**config.mk**
```make
export PLATFORM = sky130hd
export DESIGN_NAME = nand_host
export DESIGN_NICKNAME = d
export VERILOG_FILES = /design/src/logic/nand_host_pkg.sv /design/src/logic/nand_bus_cycle.sv /design/src/logic/nand_host.sv
export VERILOG_INCLUDE_DIRS = /design/src /design/src/logic
export SDC_FILE = /design/constraint.sdc
export NUM_CORES = 1
export LEC_CHECK = 0
export ABC_AREA = 1
export BUFFER_PORTS_ARGS = -buffer_cell sky130_fd_sc_hd__clkbuf_2
export CORE_ASPECT_RATIO = 1.25
export CORE_MARGIN = 1
export CORE_UTILIZATION = 26
export DETAILED_ROUTE_END_ITERATION = 7
export SYNTH_ARGS = -nofsm -noshare
export SYNTH_HDL_FRONTEND = slang
export SYNTH_HIERARCHICAL = 1
export SYNTH_SLANG_ARGS = --single-unit
```
**constraint.sdc**
```tcl
create_clock -name clock -period 3.25 [get_ports clock]
set_input_delay 0.325 -clock clock [delete_from_list [all_inputs] [get_ports clock]]
set_output_delay 0.325 -clock clock [all_outputs]
set_load 0.02 [all_outputs]
```
**src/logic/nand_host_consts.svh**
```systemverilog
// Command codes, address layout and bus timing counts for the flash host controller
`ifndef NAND_HOST_CONSTS_SVH
`define NAND_HOST_CONSTS_SVH
// Command codes
`define CMD_MAIN_LO 8'h00
`define CMD_MAIN_HI 8'h01
`define CMD_SPARE 8'h50
`define CMD_IDENT 8'h90
`define CMD_RESET 8'hff
`define CMD_PROG 8'h80
`define CMD_PROG_GO 8'h10
`define CMD_ERASE 8'h60
`define CMD_ERASE_GO 8'hd0
`define CMD_STATUS 8'h70
// Page geometry
`define COL_LAST 10'h20f
`define COL_SPARE 10'h200
// Clock period, strobe times and busy settle time
`define CLK_NS 20
`define T_STROBE_LOW_NS 25
`define T_STROBE_HIGH_NS 15
`define T_BUSY_SETTLE_NS 100
// Least times round up to whole cycles
`define STROBE_LOW_CYC ((`T_STROBE_LOW_NS + `CLK_NS - 1) / `CLK_NS)
`define STROBE_HIGH_CYC ((`T_STROBE_HIGH_NS + `CLK_NS - 1) / `CLK_NS)
`define BUSY_SETTLE_CYC ((`T_BUSY_SETTLE_NS + `CLK_NS - 1) / `CLK_NS)
`endif

```
**src/logic/nand_host_pkg.sv**
```systemverilog
// Types shared by the flash host controller and its bus cycle engine
`default_nettype none
package nand_host_pkg;
  // Operations the user may request
  typedef enum logic [2:0] {
    OP_MAIN = 3'h0, OP_SPARE = 3'h1, OP_IDENT = 3'h2, OP_RESET = 3'h3,
    OP_PROG = 3'h4, OP_ERASE = 3'h5, OP_STATUS = 3'h6
  } op_e;
  // One user request
  typedef struct packed {
    op_e op;
    logic [25:0] addr;
    logic [9:0] len;
  } host_cmd_s;
  // Bus cycle engine phases
  typedef enum logic [3:0] {
    CY_IDLE = 4'h1, CY_SET = 4'h2, CY_LOW = 4'h4, CY_HIGH = 4'h8
  } cyc_e;
  // Sequencer states
  typedef enum logic [7:0] {
    ST_IDLE = 8'h01, ST_CMD = 8'h02, ST_ADDR = 8'h04, ST_WDATA = 8'h08,
    ST_CONF = 8'h10, ST_WAIT = 8'h20, ST_RDATA = 8'h40, ST_END = 8'h80
  } host_st_e;
endpackage
`default_nettype wire

```
**src/logic/nand_bus_cycle.sv**
```systemverilog
// One write or read strobe cycle on the flash bus
`include "nand_host_consts.svh"
`default_nettype none
module nand_bus_cycle import nand_host_pkg::*; (
  // Clock and reset
  input wire logic clock,
  input wire logic rst,
  // Request
  input wire logic start,
  input wire logic is_read,
  input wire logic [7:0] wr_byte,
  // Pins
  input wire logic [7:0] bus_in,
  output logic we_n,
  output logic read_strobe_n,
  output logic oe,
  output logic [7:0] bus_out,
  // Result
  output logic [7:0] rd_byte,
  output logic done
);
  cyc_e st_q, st_d; // Phase
  logic rd_q, rd_d; // Cycle is a read
  logic [1:0] cnt_q, cnt_d; // Phase time left
  logic [7:0] out_q, out_d; // Byte driven
  logic [7:0] cap_q, cap_d; // Byte sampled
  logic done_q, done_d; // End pulse

  // Next phase; the byte stays on the bus through the high phase for hold
  always_comb begin
    st_d = st_q;
    rd_d = rd_q;
    cnt_d = cnt_q;
    out_d = out_q;
    cap_d = cap_q;
    done_d = 1'b0;
    case (st_q)
      CY_IDLE: begin
        if (start) begin
          st_d = CY_SET;
          rd_d = is_read;
          out_d = wr_byte;
        end
      end
      CY_SET: begin
        // One setup cycle before the strobe falls
        st_d = CY_LOW;
        cnt_d = 2'(`STROBE_LOW_CYC - 1);
      end
      CY_LOW: begin
        if (cnt_q == 2'h0) begin
          st_d = CY_HIGH;
          cnt_d = 2'(`STROBE_HIGH_CYC - 1);
          // Sample at the end of the low time, past the access delay
          if (rd_q) begin
            cap_d = bus_in;
          end
        end else begin
          cnt_d = cnt_q - 2'h1;
        end
      end
      CY_HIGH: begin
        if (cnt_q == 2'h0) begin
          st_d = CY_IDLE;
          done_d = 1'b1;
        end else begin
          cnt_d = cnt_q - 2'h1;
        end
      end
      default: st_d = CY_IDLE;
    endcase
  end

  // Phase registers
  always_ff @(posedge clock or posedge rst) begin
    if (rst) begin
      st_q <= CY_IDLE;
      rd_q <= 1'b0;
      cnt_q <= 2'h0;
      out_q <= 8'h00;
      cap_q <= 8'h00;
      done_q <= 1'b0;
    end else begin
      st_q <= st_d;
      rd_q <= rd_d;
      cnt_q <= cnt_d;
      out_q <= out_d;
      cap_q <= cap_d;
      done_q <= done_d;
    end
  end

  // strobes and drive enable, registered; reads never drive
  logic we_n_q, rs_n_q, oe_q;
  always_ff @(posedge clock or posedge rst) begin
    if (rst) begin
      we_n_q <= 1'b1;
      rs_n_q <= 1'b1;
      oe_q <= 1'b0;
    end else begin
      we_n_q <= !(st_d == CY_LOW && !rd_d);
      rs_n_q <= !(st_d == CY_LOW && rd_d);
      oe_q <= (st_d != CY_IDLE) && !rd_d;
    end
  end

  assign we_n = we_n_q;
  assign read_strobe_n = rs_n_q;
  assign oe = oe_q;
  assign bus_out = out_q;
  assign rd_byte = cap_q;
  assign done = done_q;
endmodule // nand_bus_cycle
`default_nettype wire

```
**src/logic/nand_host.sv**
```systemverilog
// Host controller that drives a small-page flash over its multiplexed bus
// What this block and the device do
// Command byte latched with command strobe only
// Write-protect high during program and erase
// Four address bytes (three for erase, one for identification) with address strobe only
// Address bytes map A0-7, A9-16, A17-24, A25
// A8 chosen by code 00h or 01h
// Out-of-range address bits are ignored
// Data bytes loaded with both latches low
// Data read with read strobe, latches low
// Each read strobe advances the column
// Output path carries status and identification
// Protect low blocks every modify operation
// Chip select high deselects and idles
// Only reset and status accepted while busy
// Device decodes the listed command codes
// Copy-back confirm code may be omitted
// Power-up defaults to first-half read
// Page change loads page, busy meanwhile
// After last column next page reloads
// Row read ends on chip select high
// Chip select high in reload keeps reading
// Spare read points at bytes 512-527
// Spare pointer stays until main read
// Wait for ready before reading data
// Device floats bus when not reading
`include "nand_host_consts.svh"
`default_nettype none
module nand_host import nand_host_pkg::*; (
  // Clock and reset
  input wire logic clock,
  input wire logic rst,
  // User request port
  input wire logic cmd_valid,
  input wire host_cmd_s cmd,
  output logic cmd_ready,
  output logic op_done,
  // Program data in
  input wire logic wr_valid,
  input wire logic [7:0] wr_data,
  output logic wr_ready,
  // Read data out
  output logic rd_valid,
  output logic [7:0] rd_data,
  // Flash control pins
  output logic ce_n,
  output logic cle,
  output logic ale,
  output logic we_n,
  output logic read_strobe_n,
  output logic wp_n,
  // Flash bus and ready line
  input wire logic [7:0] bus_lines_i,
  output logic [7:0] bus_lines_o,
  output logic bus_lines_oe,
  input wire logic ready_busy_i
);
  host_st_e st_q, st_d; // Sequencer state
  op_e op_q, op_d; // Operation in progress
  logic [25:0] addr_q, addr_d; // Flash address
  logic [9:0] len_q, len_d; // Bytes left
  logic [9:0] col_q, col_d; // Column pointer
  logic [1:0] idx_q, idx_d; // Address cycle index
  logic [1:0] last_q, last_d; // Final address cycle
  logic [2:0] wb_q, wb_d; // Settle count before sampling ready
  logic fly_q, fly_d; // Bus cycle in flight
  logic ce_n_q, ce_n_d, cle_q, cle_d, ale_q, ale_d, wp_n_q, wp_n_d;
  logic rdy_q, rdy_d, done_q, done_d, wrr_q, wrr_d, rdv_q, rdv_d;
  logic [7:0] rdd_q, rdd_d;
  logic go, go_rd; // Cycle start request
  logic [7:0] go_byte; // Byte for a write cycle
  logic cyc_done; // Cycle finished
  logic [7:0] cyc_byte; // Byte read back
  logic [7:0] addr_byte; // Address byte for this cycle

  // Address byte selection; A8 never goes out on the bus
  always_comb begin
    // address byte map, top bits low
    case (idx_q)
      2'h0: addr_byte = addr_q[7:0];
      2'h1: addr_byte = addr_q[16:9];
      2'h2: addr_byte = addr_q[24:17];
      default: addr_byte = {7'h00, addr_q[25]};
    endcase
  end

  // Sequencer next state
  always_comb begin
    st_d = st_q;
    op_d = op_q;
    addr_d = addr_q;
    len_d = len_q;
    col_d = col_q;
    idx_d = idx_q;
    last_d = last_q;
    wb_d = wb_q;
    ce_n_d = ce_n_q;
    cle_d = cle_q;
    ale_d = ale_q;
    wp_n_d = wp_n_q;
    rdy_d = 1'b0;
    done_d = 1'b0;
    wrr_d = 1'b0;
    rdv_d = 1'b0;
    rdd_d = rdd_q;
    go = 1'b0;
    go_rd = 1'b0;
    go_byte = 8'h00;
    case (st_q)
      ST_IDLE: begin
        rdy_d = 1'b1;
        if (cmd_valid && rdy_q) begin
          rdy_d = 1'b0;
          op_d = cmd.op;
          addr_d = (cmd.op == OP_IDENT) ? 26'h0 : cmd.addr;
          len_d = (cmd.op == OP_IDENT) ? 10'h002 : (cmd.op == OP_STATUS) ? 10'h001 : cmd.len;
          // spare pointer start
          col_d = (cmd.op == OP_SPARE) ? (`COL_SPARE | {6'h00, cmd.addr[3:0]}) : {1'b0, cmd.addr[8:0]};
          idx_d = (cmd.op == OP_ERASE) ? 2'h1 : 2'h0;
          last_d = (cmd.op == OP_IDENT) ? 2'h0 : 2'h3;
          ce_n_d = 1'b0;
          // protect released for modify
          wp_n_d = (cmd.op == OP_PROG) || (cmd.op == OP_ERASE);
          cle_d = 1'b1;
          st_d = ST_CMD;
        end
      end
      ST_CMD: begin
        // hold off while busy
        if (!fly_q && (ready_busy_i || op_q == OP_RESET || op_q == OP_STATUS)) begin
          go = 1'b1;
        end
        // code per op, no copy-back
        case (op_q)
          OP_MAIN: go_byte = addr_q[8] ? `CMD_MAIN_HI : `CMD_MAIN_LO;
          OP_SPARE: go_byte = `CMD_SPARE;
          OP_IDENT: go_byte = `CMD_IDENT;
          OP_RESET: go_byte = `CMD_RESET;
          OP_PROG: go_byte = `CMD_PROG;
          OP_ERASE: go_byte = `CMD_ERASE;
          default: go_byte = `CMD_STATUS;
        endcase
        if (cyc_done) begin
          cle_d = 1'b0;
          wb_d = 3'(`BUSY_SETTLE_CYC);
          if (op_q == OP_RESET) begin
            st_d = ST_WAIT;
          end else if (op_q == OP_STATUS) begin
            st_d = ST_RDATA;
          end else begin
            ale_d = 1'b1;
            st_d = ST_ADDR;
          end
        end
      end
      ST_ADDR: begin
        // address cycles, then load wait for main and spare reads
        go = !fly_q;
        go_byte = addr_byte;
        if (cyc_done) begin
          idx_d = idx_q + 2'h1;
          if (idx_q == last_q) begin
            ale_d = 1'b0;
            wb_d = 3'(`BUSY_SETTLE_CYC);
            case (op_q)
              OP_IDENT: st_d = ST_RDATA;
              OP_PROG: st_d = (len_q == 10'h000) ? ST_CONF : ST_WDATA;
              OP_ERASE: st_d = ST_CONF;
              default: st_d = ST_WAIT;
            endcase
            cle_d = (op_q == OP_ERASE) || (op_q == OP_PROG && len_q == 10'h000);
          end
        end
      end
      ST_WDATA: begin
        // serial data load
        if (!fly_q && wr_valid && len_q != 10'h000) begin
          go = 1'b1;
          wrr_d = 1'b1;
          len_d = len_q - 10'h001;
        end
        go_byte = wr_data;
        if (cyc_done && len_q == 10'h000) begin
          cle_d = 1'b1;
          st_d = ST_CONF;
        end
      end
      ST_CONF: begin
        go = !fly_q;
        go_byte = (op_q == OP_PROG) ? `CMD_PROG_GO : `CMD_ERASE_GO;
        if (cyc_done) begin
          cle_d = 1'b0;
          wb_d = 3'(`BUSY_SETTLE_CYC);
          st_d = ST_WAIT;
        end
      end
      ST_WAIT: begin
        // wait for ready line
        if (wb_q != 3'h0) begin
          wb_d = wb_q - 3'h1;
        end else if (ready_busy_i) begin
          st_d = ((op_q == OP_MAIN || op_q == OP_SPARE) && len_q != 10'h000) ? ST_RDATA : ST_END;
        end
      end
      ST_RDATA: begin
        // serial data out
        go = !fly_q;
        go_rd = 1'b1;
        if (cyc_done) begin
          rdv_d = 1'b1;
          rdd_d = cyc_byte;
          len_d = len_q - 10'h001;
          col_d = col_q + 10'h001;
          if (len_q == 10'h001) begin
            st_d = ST_END;
          end
          // column step, page wrap
          if ((op_q == OP_MAIN || op_q == OP_SPARE) && col_q == `COL_LAST) begin
            col_d = (op_q == OP_SPARE) ? `COL_SPARE : 10'h000;
            wb_d = 3'(`BUSY_SETTLE_CYC);
            st_d = ST_WAIT;
          end
        end
      end
      ST_END: begin
        // deselect without checking ready; only a status read can end while busy
        ce_n_d = 1'b1;
        wp_n_d = 1'b0;
        done_d = 1'b1;
        st_d = ST_IDLE;
      end
      default: st_d = ST_IDLE;
    endcase
  end

  // Sequencer registers; protect is held low whenever no modify runs
  always_ff @(posedge clock or posedge rst) begin
    if (rst) begin
      st_q <= ST_IDLE;
      op_q <= OP_MAIN;
      addr_q <= 26'h0;
      len_q <= 10'h000;
      col_q <= 10'h000;
      idx_q <= 2'h0;
      last_q <= 2'h0;
      wb_q <= 3'h0;
      ce_n_q <= 1'b1;
      cle_q <= 1'b0;
      ale_q <= 1'b0;
      wp_n_q <= 1'b0;
      rdy_q <= 1'b0;
      done_q <= 1'b0;
      wrr_q <= 1'b0;
      rdv_q <= 1'b0;
      rdd_q <= 8'h00;
    end else begin
      st_q <= st_d;
      op_q <= op_d;
      addr_q <= addr_d;
      len_q <= len_d;
      col_q <= col_d;
      idx_q <= idx_d;
      last_q <= last_d;
      wb_q <= wb_d;
      ce_n_q <= ce_n_d;
      cle_q <= cle_d;
      ale_q <= ale_d;
      wp_n_q <= wp_n_d;
      rdy_q <= rdy_d;
      done_q <= done_d;
      wrr_q <= wrr_d;
      rdv_q <= rdv_d;
      rdd_q <= rdd_d;
    end
  end

  // In-flight flag for the strobe engine
  always_comb begin
    fly_d = go ? 1'b1 : (cyc_done ? 1'b0 : fly_q);
  end
  always_ff @(posedge clock or posedge rst) begin
    if (rst) begin
      fly_q <= 1'b0;
    end else begin
      fly_q <= fly_d;
    end
  end

  // Strobe engine
  nand_bus_cycle u_cycle (
    .clock(clock),
    .rst(rst),
    .start(go),
    .is_read(go_rd),
    .wr_byte(go_byte),
    .bus_in(bus_lines_i),
    .we_n(we_n),
    .read_strobe_n(read_strobe_n),
    .oe(bus_lines_oe),
    .bus_out(bus_lines_o),
    .rd_byte(cyc_byte),
    .done(cyc_done)
  );

  assign ce_n = ce_n_q;
  assign cle = cle_q;
  assign ale = ale_q;
  assign wp_n = wp_n_q;
  assign cmd_ready = rdy_q;
  assign op_done = done_q;
  assign wr_ready = wrr_q;
  assign rd_valid = rdv_q;
  assign rd_data = rdd_q;
endmodule // nand_host
`default_nettype wire

```
Word-level counts from Yosys, hierarchy flattened. Cells that the tools add are included.

Register bits: 108. Bits of input ports: 60. Output and inout port bits: 27. Word-level logic and storage cells: 214.

Add/subtract/negate cells: 5. Equal/unequal tests: 47. Muxes and demuxes: 85. Reductions and logical operators: 50.

Operators by type and width (number): 2-to-1 mux 8 bit (13); 2-to-1 mux 10 bit (10); one-hot mux 8 bit (7 select lines) (1); one-hot mux 8 bit (6 select lines) (1); one-hot mux 8 bit (4 select lines) (1); one-hot mux 10 bit (3 select lines) (1); 2-to-1 mux 1 bit (28); 2-to-1 mux 26 bit (1); one-hot mux 8 bit (3 select lines) (1); != test 2 bit, second input constant (11); one-hot mux 7 bit (3 select lines) (1); one-hot mux 10 bit (2 select lines) (1); == test 3 bit, second input constant (6); 2-to-1 mux 3 bit (6); one-hot mux 4 bit (4 select lines) (1); 2-to-1 mux 7 bit (2); 2-to-1 mux 4 bit (3); one-hot mux 3 bit (4 select lines) (1); AND reduction 6 bit (2); logical AND 1 bit (11); adder 10 x 1 -> 10 bit, second input constant (1); == test 10 x 1 -> 1 bit, second input constant (1); == test 10 bit, second input constant (1); logical NOT 10 bit (1); 46 further kinds (81).

Depth between registers and ports, before layout.
Depth after elaboration: 11. Depth in mapped cells: 14. Mapped depth without buffers: 13.

Modules after synthesis. Netlist, hierarchy kept.

Modules (own cells, without submodules): nand_host (times used 1, cells each 665, area an instance 4759.6 µm², sequential area each 2004.4 µm²); nand_bus_cycle (times used 1, cells each 138, area an instance 1287.5 µm², sequential area each 679.4 µm²).

Least setup slack after synthesis. OpenSTA, ideal clock, no wires.

Kind: reg-to-reg. Start point: register st_q[0] (netlist name). End point: register u_cycle.we_n_q, in the netlist u_cycle/we_n. Library setup time: 81 ps. Arrival time: 1830 ps. Data required time: 3169 ps. Slack: 1339 ps. Cell stages (with the launch flop): 13. Buffers on the path: 2. Clock period less this slack: 1911 ps. Cells stage by stage: dfstp_2 inv_1 nand2_1 nor2_1 nand2_2 buf_4 nand3_1 o21ai_0 nand2_1 inv_1 nor2_8 buf_12 o211ai_1.

RTL lines: end signal: assignment (line nand_bus_cycle.sv:101) `we_n_q <= !(st_d == CY_LOW && !rd_d);`; end: declaration (line nand_bus_cycle.sv:94) `logic we_n_q, rs_n_q, oe_q;`.

==> qor.yml <==
yosys:
  yosysMostFrequentCell: "nand2_1"
  synthFlopType: "dfrtp_1"
  yosys-top-cells-count: "304 x nand2_1, 102 x dfrtp_1, 82 x nand3_1, 64 x inv_1, 51 x o21ai_0"
  synth_warnings: 6
  synth_cell_types: 38
  netlist_area_um2: 6047
  synth_top_area_share: 0.4221
  synth_largest_area_cell: "dfrtp_1"
  synth_nets: 876
  synth_edf_count: 0
  synth.area.top_cells: "dfrtp_1 42%, nand2_1 19%, nand3_1 6.8%, o21ai_0 4.2%, inv_1 4.0%"
  async_flop_share: 1.000
  synthCells: 803
  syn_avg_cell_area_um2: 7.531
  yosys_register_bits: 107
  synth-seq-area-share: 0.4438
timing:
  fin_crit_ps: 2270
  final_max_slew_viol_count: 0
  tightest_slew_ps: 1006
  max_freq_mhz: 440.5
  hold_viol_final: 9
  min_period_over_period: 0.6985
  setup_violations: 0
  max_slew_margin: 0.3286
  holdWs_ps: -3.436
  fin_tns_setup_ps: 0
  rsz0062_at_grt: "false"
  skew_ps: 8.563
cts:
  post_cts_buffers: 0
  cts-buffers-inserted: 9
  clock_latency_ps: 360
  clk_pin_slew_ps: 80
  cts_num_sinks: 107
  htree_levels: 3
  cts.repair.resized: 0
  ctsHoldBuffers: 0
  clockBufferDepth: 2
  ctsRootBufferMaster: "clkbuf_16"
  cts_tree: "yes"
worst_setup_path:
  crit_fanout: 15
  path_class: "reg2reg"
  reg2reg_slack_ps: 980
  rr_worst_depth: 12
  end_kind: "flip-flop"
  worstReg2RegStart: "st_q[2]"
  worstPathArrival_ps: 2520
  setup.worst_path.start_class: "flip-flop"
  rr_endpoint: "u_cycle/oe"
  cp.required_ps: 3500
power_and_ir_drop:
  p_leak_nw: 3.697
  ir_drop_uv: 333.5
  pwr_density_cell_nw_per_um2: 673.7
  power_mw: 4.745
routing:
  routedWlPerCell_um: 13.54
  drtIter0Drc: 394
  routed_wl_um: 15990
  num_vias: 5379
  first_pass_iters: 8
  drc: 21
  ant_nets: 0
  vias_per_cell: 4.555
global_routing:
  antenna_found_initial: 0
  overflow: 0
  grt_pass1_vias: 5300
  grt_max_degree: 33
  grt_pass1_wl_um: 26740
  gr-usage-all-layers: 0.1411
cells_and_area:
  finalNetCount: 961
  syn_to_final_growth_pct: 16.49
  drive_gt1_frac: 0.2004
  fill_cells: 2436
  diodes: 0
place:
  place_hpwl_um: 12720
  portBuffers: 86
  place.gp.congestion: 0.8664
hold_path:
  min-delay-path-class: "in2async"
floorplanning:
  die_area_um2: 23880
  die_y_um: 172.5
  fp.dieW_um: 138.4
  core-area_um2: 22880
  initial_utilization: 0.2642
  floorplan.io_pins: 87
  row_count: 62
outcome:
  status: "complete, but fails checks"
  violations: "DRC, hold timing"
job:
  drv_cap: 0
==> layout by cell type, fill, tap and decap left out, types with 8 or more instances in the layout <==
| cell | netlist | final |
|---|---|---|
| nand2_1 | 304 | 304 |
| dfrtp_1 | 102 | 102 |
| clkbuf_2 | 0 | 86 |
| nand3_1 | 82 | 82 |
| inv_1 | 64 | 63 |
| o21ai_0 | 51 | 51 |
| nor2_1 | 43 | 43 |
| nand2_2 | 18 | 18 |
| inv_2 | 14 | 14 |
| nor2_2 | 13 | 13 |
| ha_1 | 13 | 13 |
| o21ai_1 | 10 | 10 |
| clkbuf_16 | 0 | 9 |
| nor2_4 | 8 | 8 |
| o211ai_1 | 8 | 8 |
==> worst max-delay path, cell delays in order, from the launching register on <==
cell     delay [ps]
dfrtp_1         420
nor2_1          160
nand2_2         130
nor2_8          300
inv_4           130
nand3_1         110
o21ai_0         120
nand2_1          80
inv_1           170
nor2_8          280
nand2_2          90
o21ai_2         100
nor2_2           60
==> area by class of cell <==
type	count	area (um^2)	share of cell area
tap	288	360.3	0.05115
multi-input combinational	601	2964	0.4208
inverter	79	300.3	0.04263
clock buffer	10	229.0	0.03250
sequential	107	2684	0.3810
timing repair buffer	90	460.4	0.06536
clock inverter	6	46.29	0.006572
==> where the power goes <==
| part | internal, mW | switching, mW | leakage, nW |
|---|---|---|---|
| clock network | 0.528 | 0.527 | 0.130 |
| registers | 1.68 | 0.277 | 1.34 |
| logic | 0.587 | 1.14 | 2.23 |
==> registers in the layout, indices dropped and copies added, names as in the netlist, 2 cells and up <==
name             cells
rd_data              8
u_cycle/st_q         4
op_q                 3
u_cycle/rd_byte      8
len_q               10
st_q                 8
wb_q                 3
addr_q              26
idx_q                2
col_q               10
u_cycle/cnt_q        2
u_cycle/bus_out      8
==> through the flow <==
step / setup slack, ps / area, um^2 / cells / util
floorplan: 876.6 / 6047 / 803 / -
global placement: 1011 / 6769 / 1165 / 0.2958
detailed placement: 1002 / 6769 / 1165 / 0.2958
CTS: 984.3 / 7044 / 1181 / 0.3078
global route: 742.3 / 7044 / 1181 / 0.3078
finish: 979.8 / 7044 / 1181 / 0.3078
==> worst max-delay path by stage <==
stage                 start          to  slack, ps  cells past startpoint
CTS                 st_q[2]  u_cycle/oe        980                     12
floorplan               rst   addr_q[0]        880                      1
finish              st_q[2]  u_cycle/oe        980                     12
detailed placement  st_q[2]  u_cycle/oe       1000                     12
global route        st_q[2]  u_cycle/oe        740                     12
global placement    st_q[2]  u_cycle/oe       1010                     12
==> routing by layer <==
layer | track usage | up-vias | wire [um]
li1 | - | 2740 | -
met1 | 0.1800 | 2481 | 7287
met2 | 0.2303 | 132 | 7451
met3 | 0.02812 | 26 | 764
met4 | 0.06273 | 0 | 485
met5 | 0 | - | 0
==> cell families (layout without fill, tap and decap cells) <==
family | count (synthesis) | count (layout) | synth area share
AND/OR/NAND/NOR | 492 | 492 | 0.3704
flip-flops | 107 | 107 | 0.4438
buffers and inverters | 95 | 185 | 0.06600
AO/OA/AOI/OAI | 86 | 86 | 0.07842
adder cells (fa/ha/maj) | 13 | 13 | 0.02690
XOR/XNOR | 10 | 10 | 0.01448
Power figures use the tool's default switching activity.
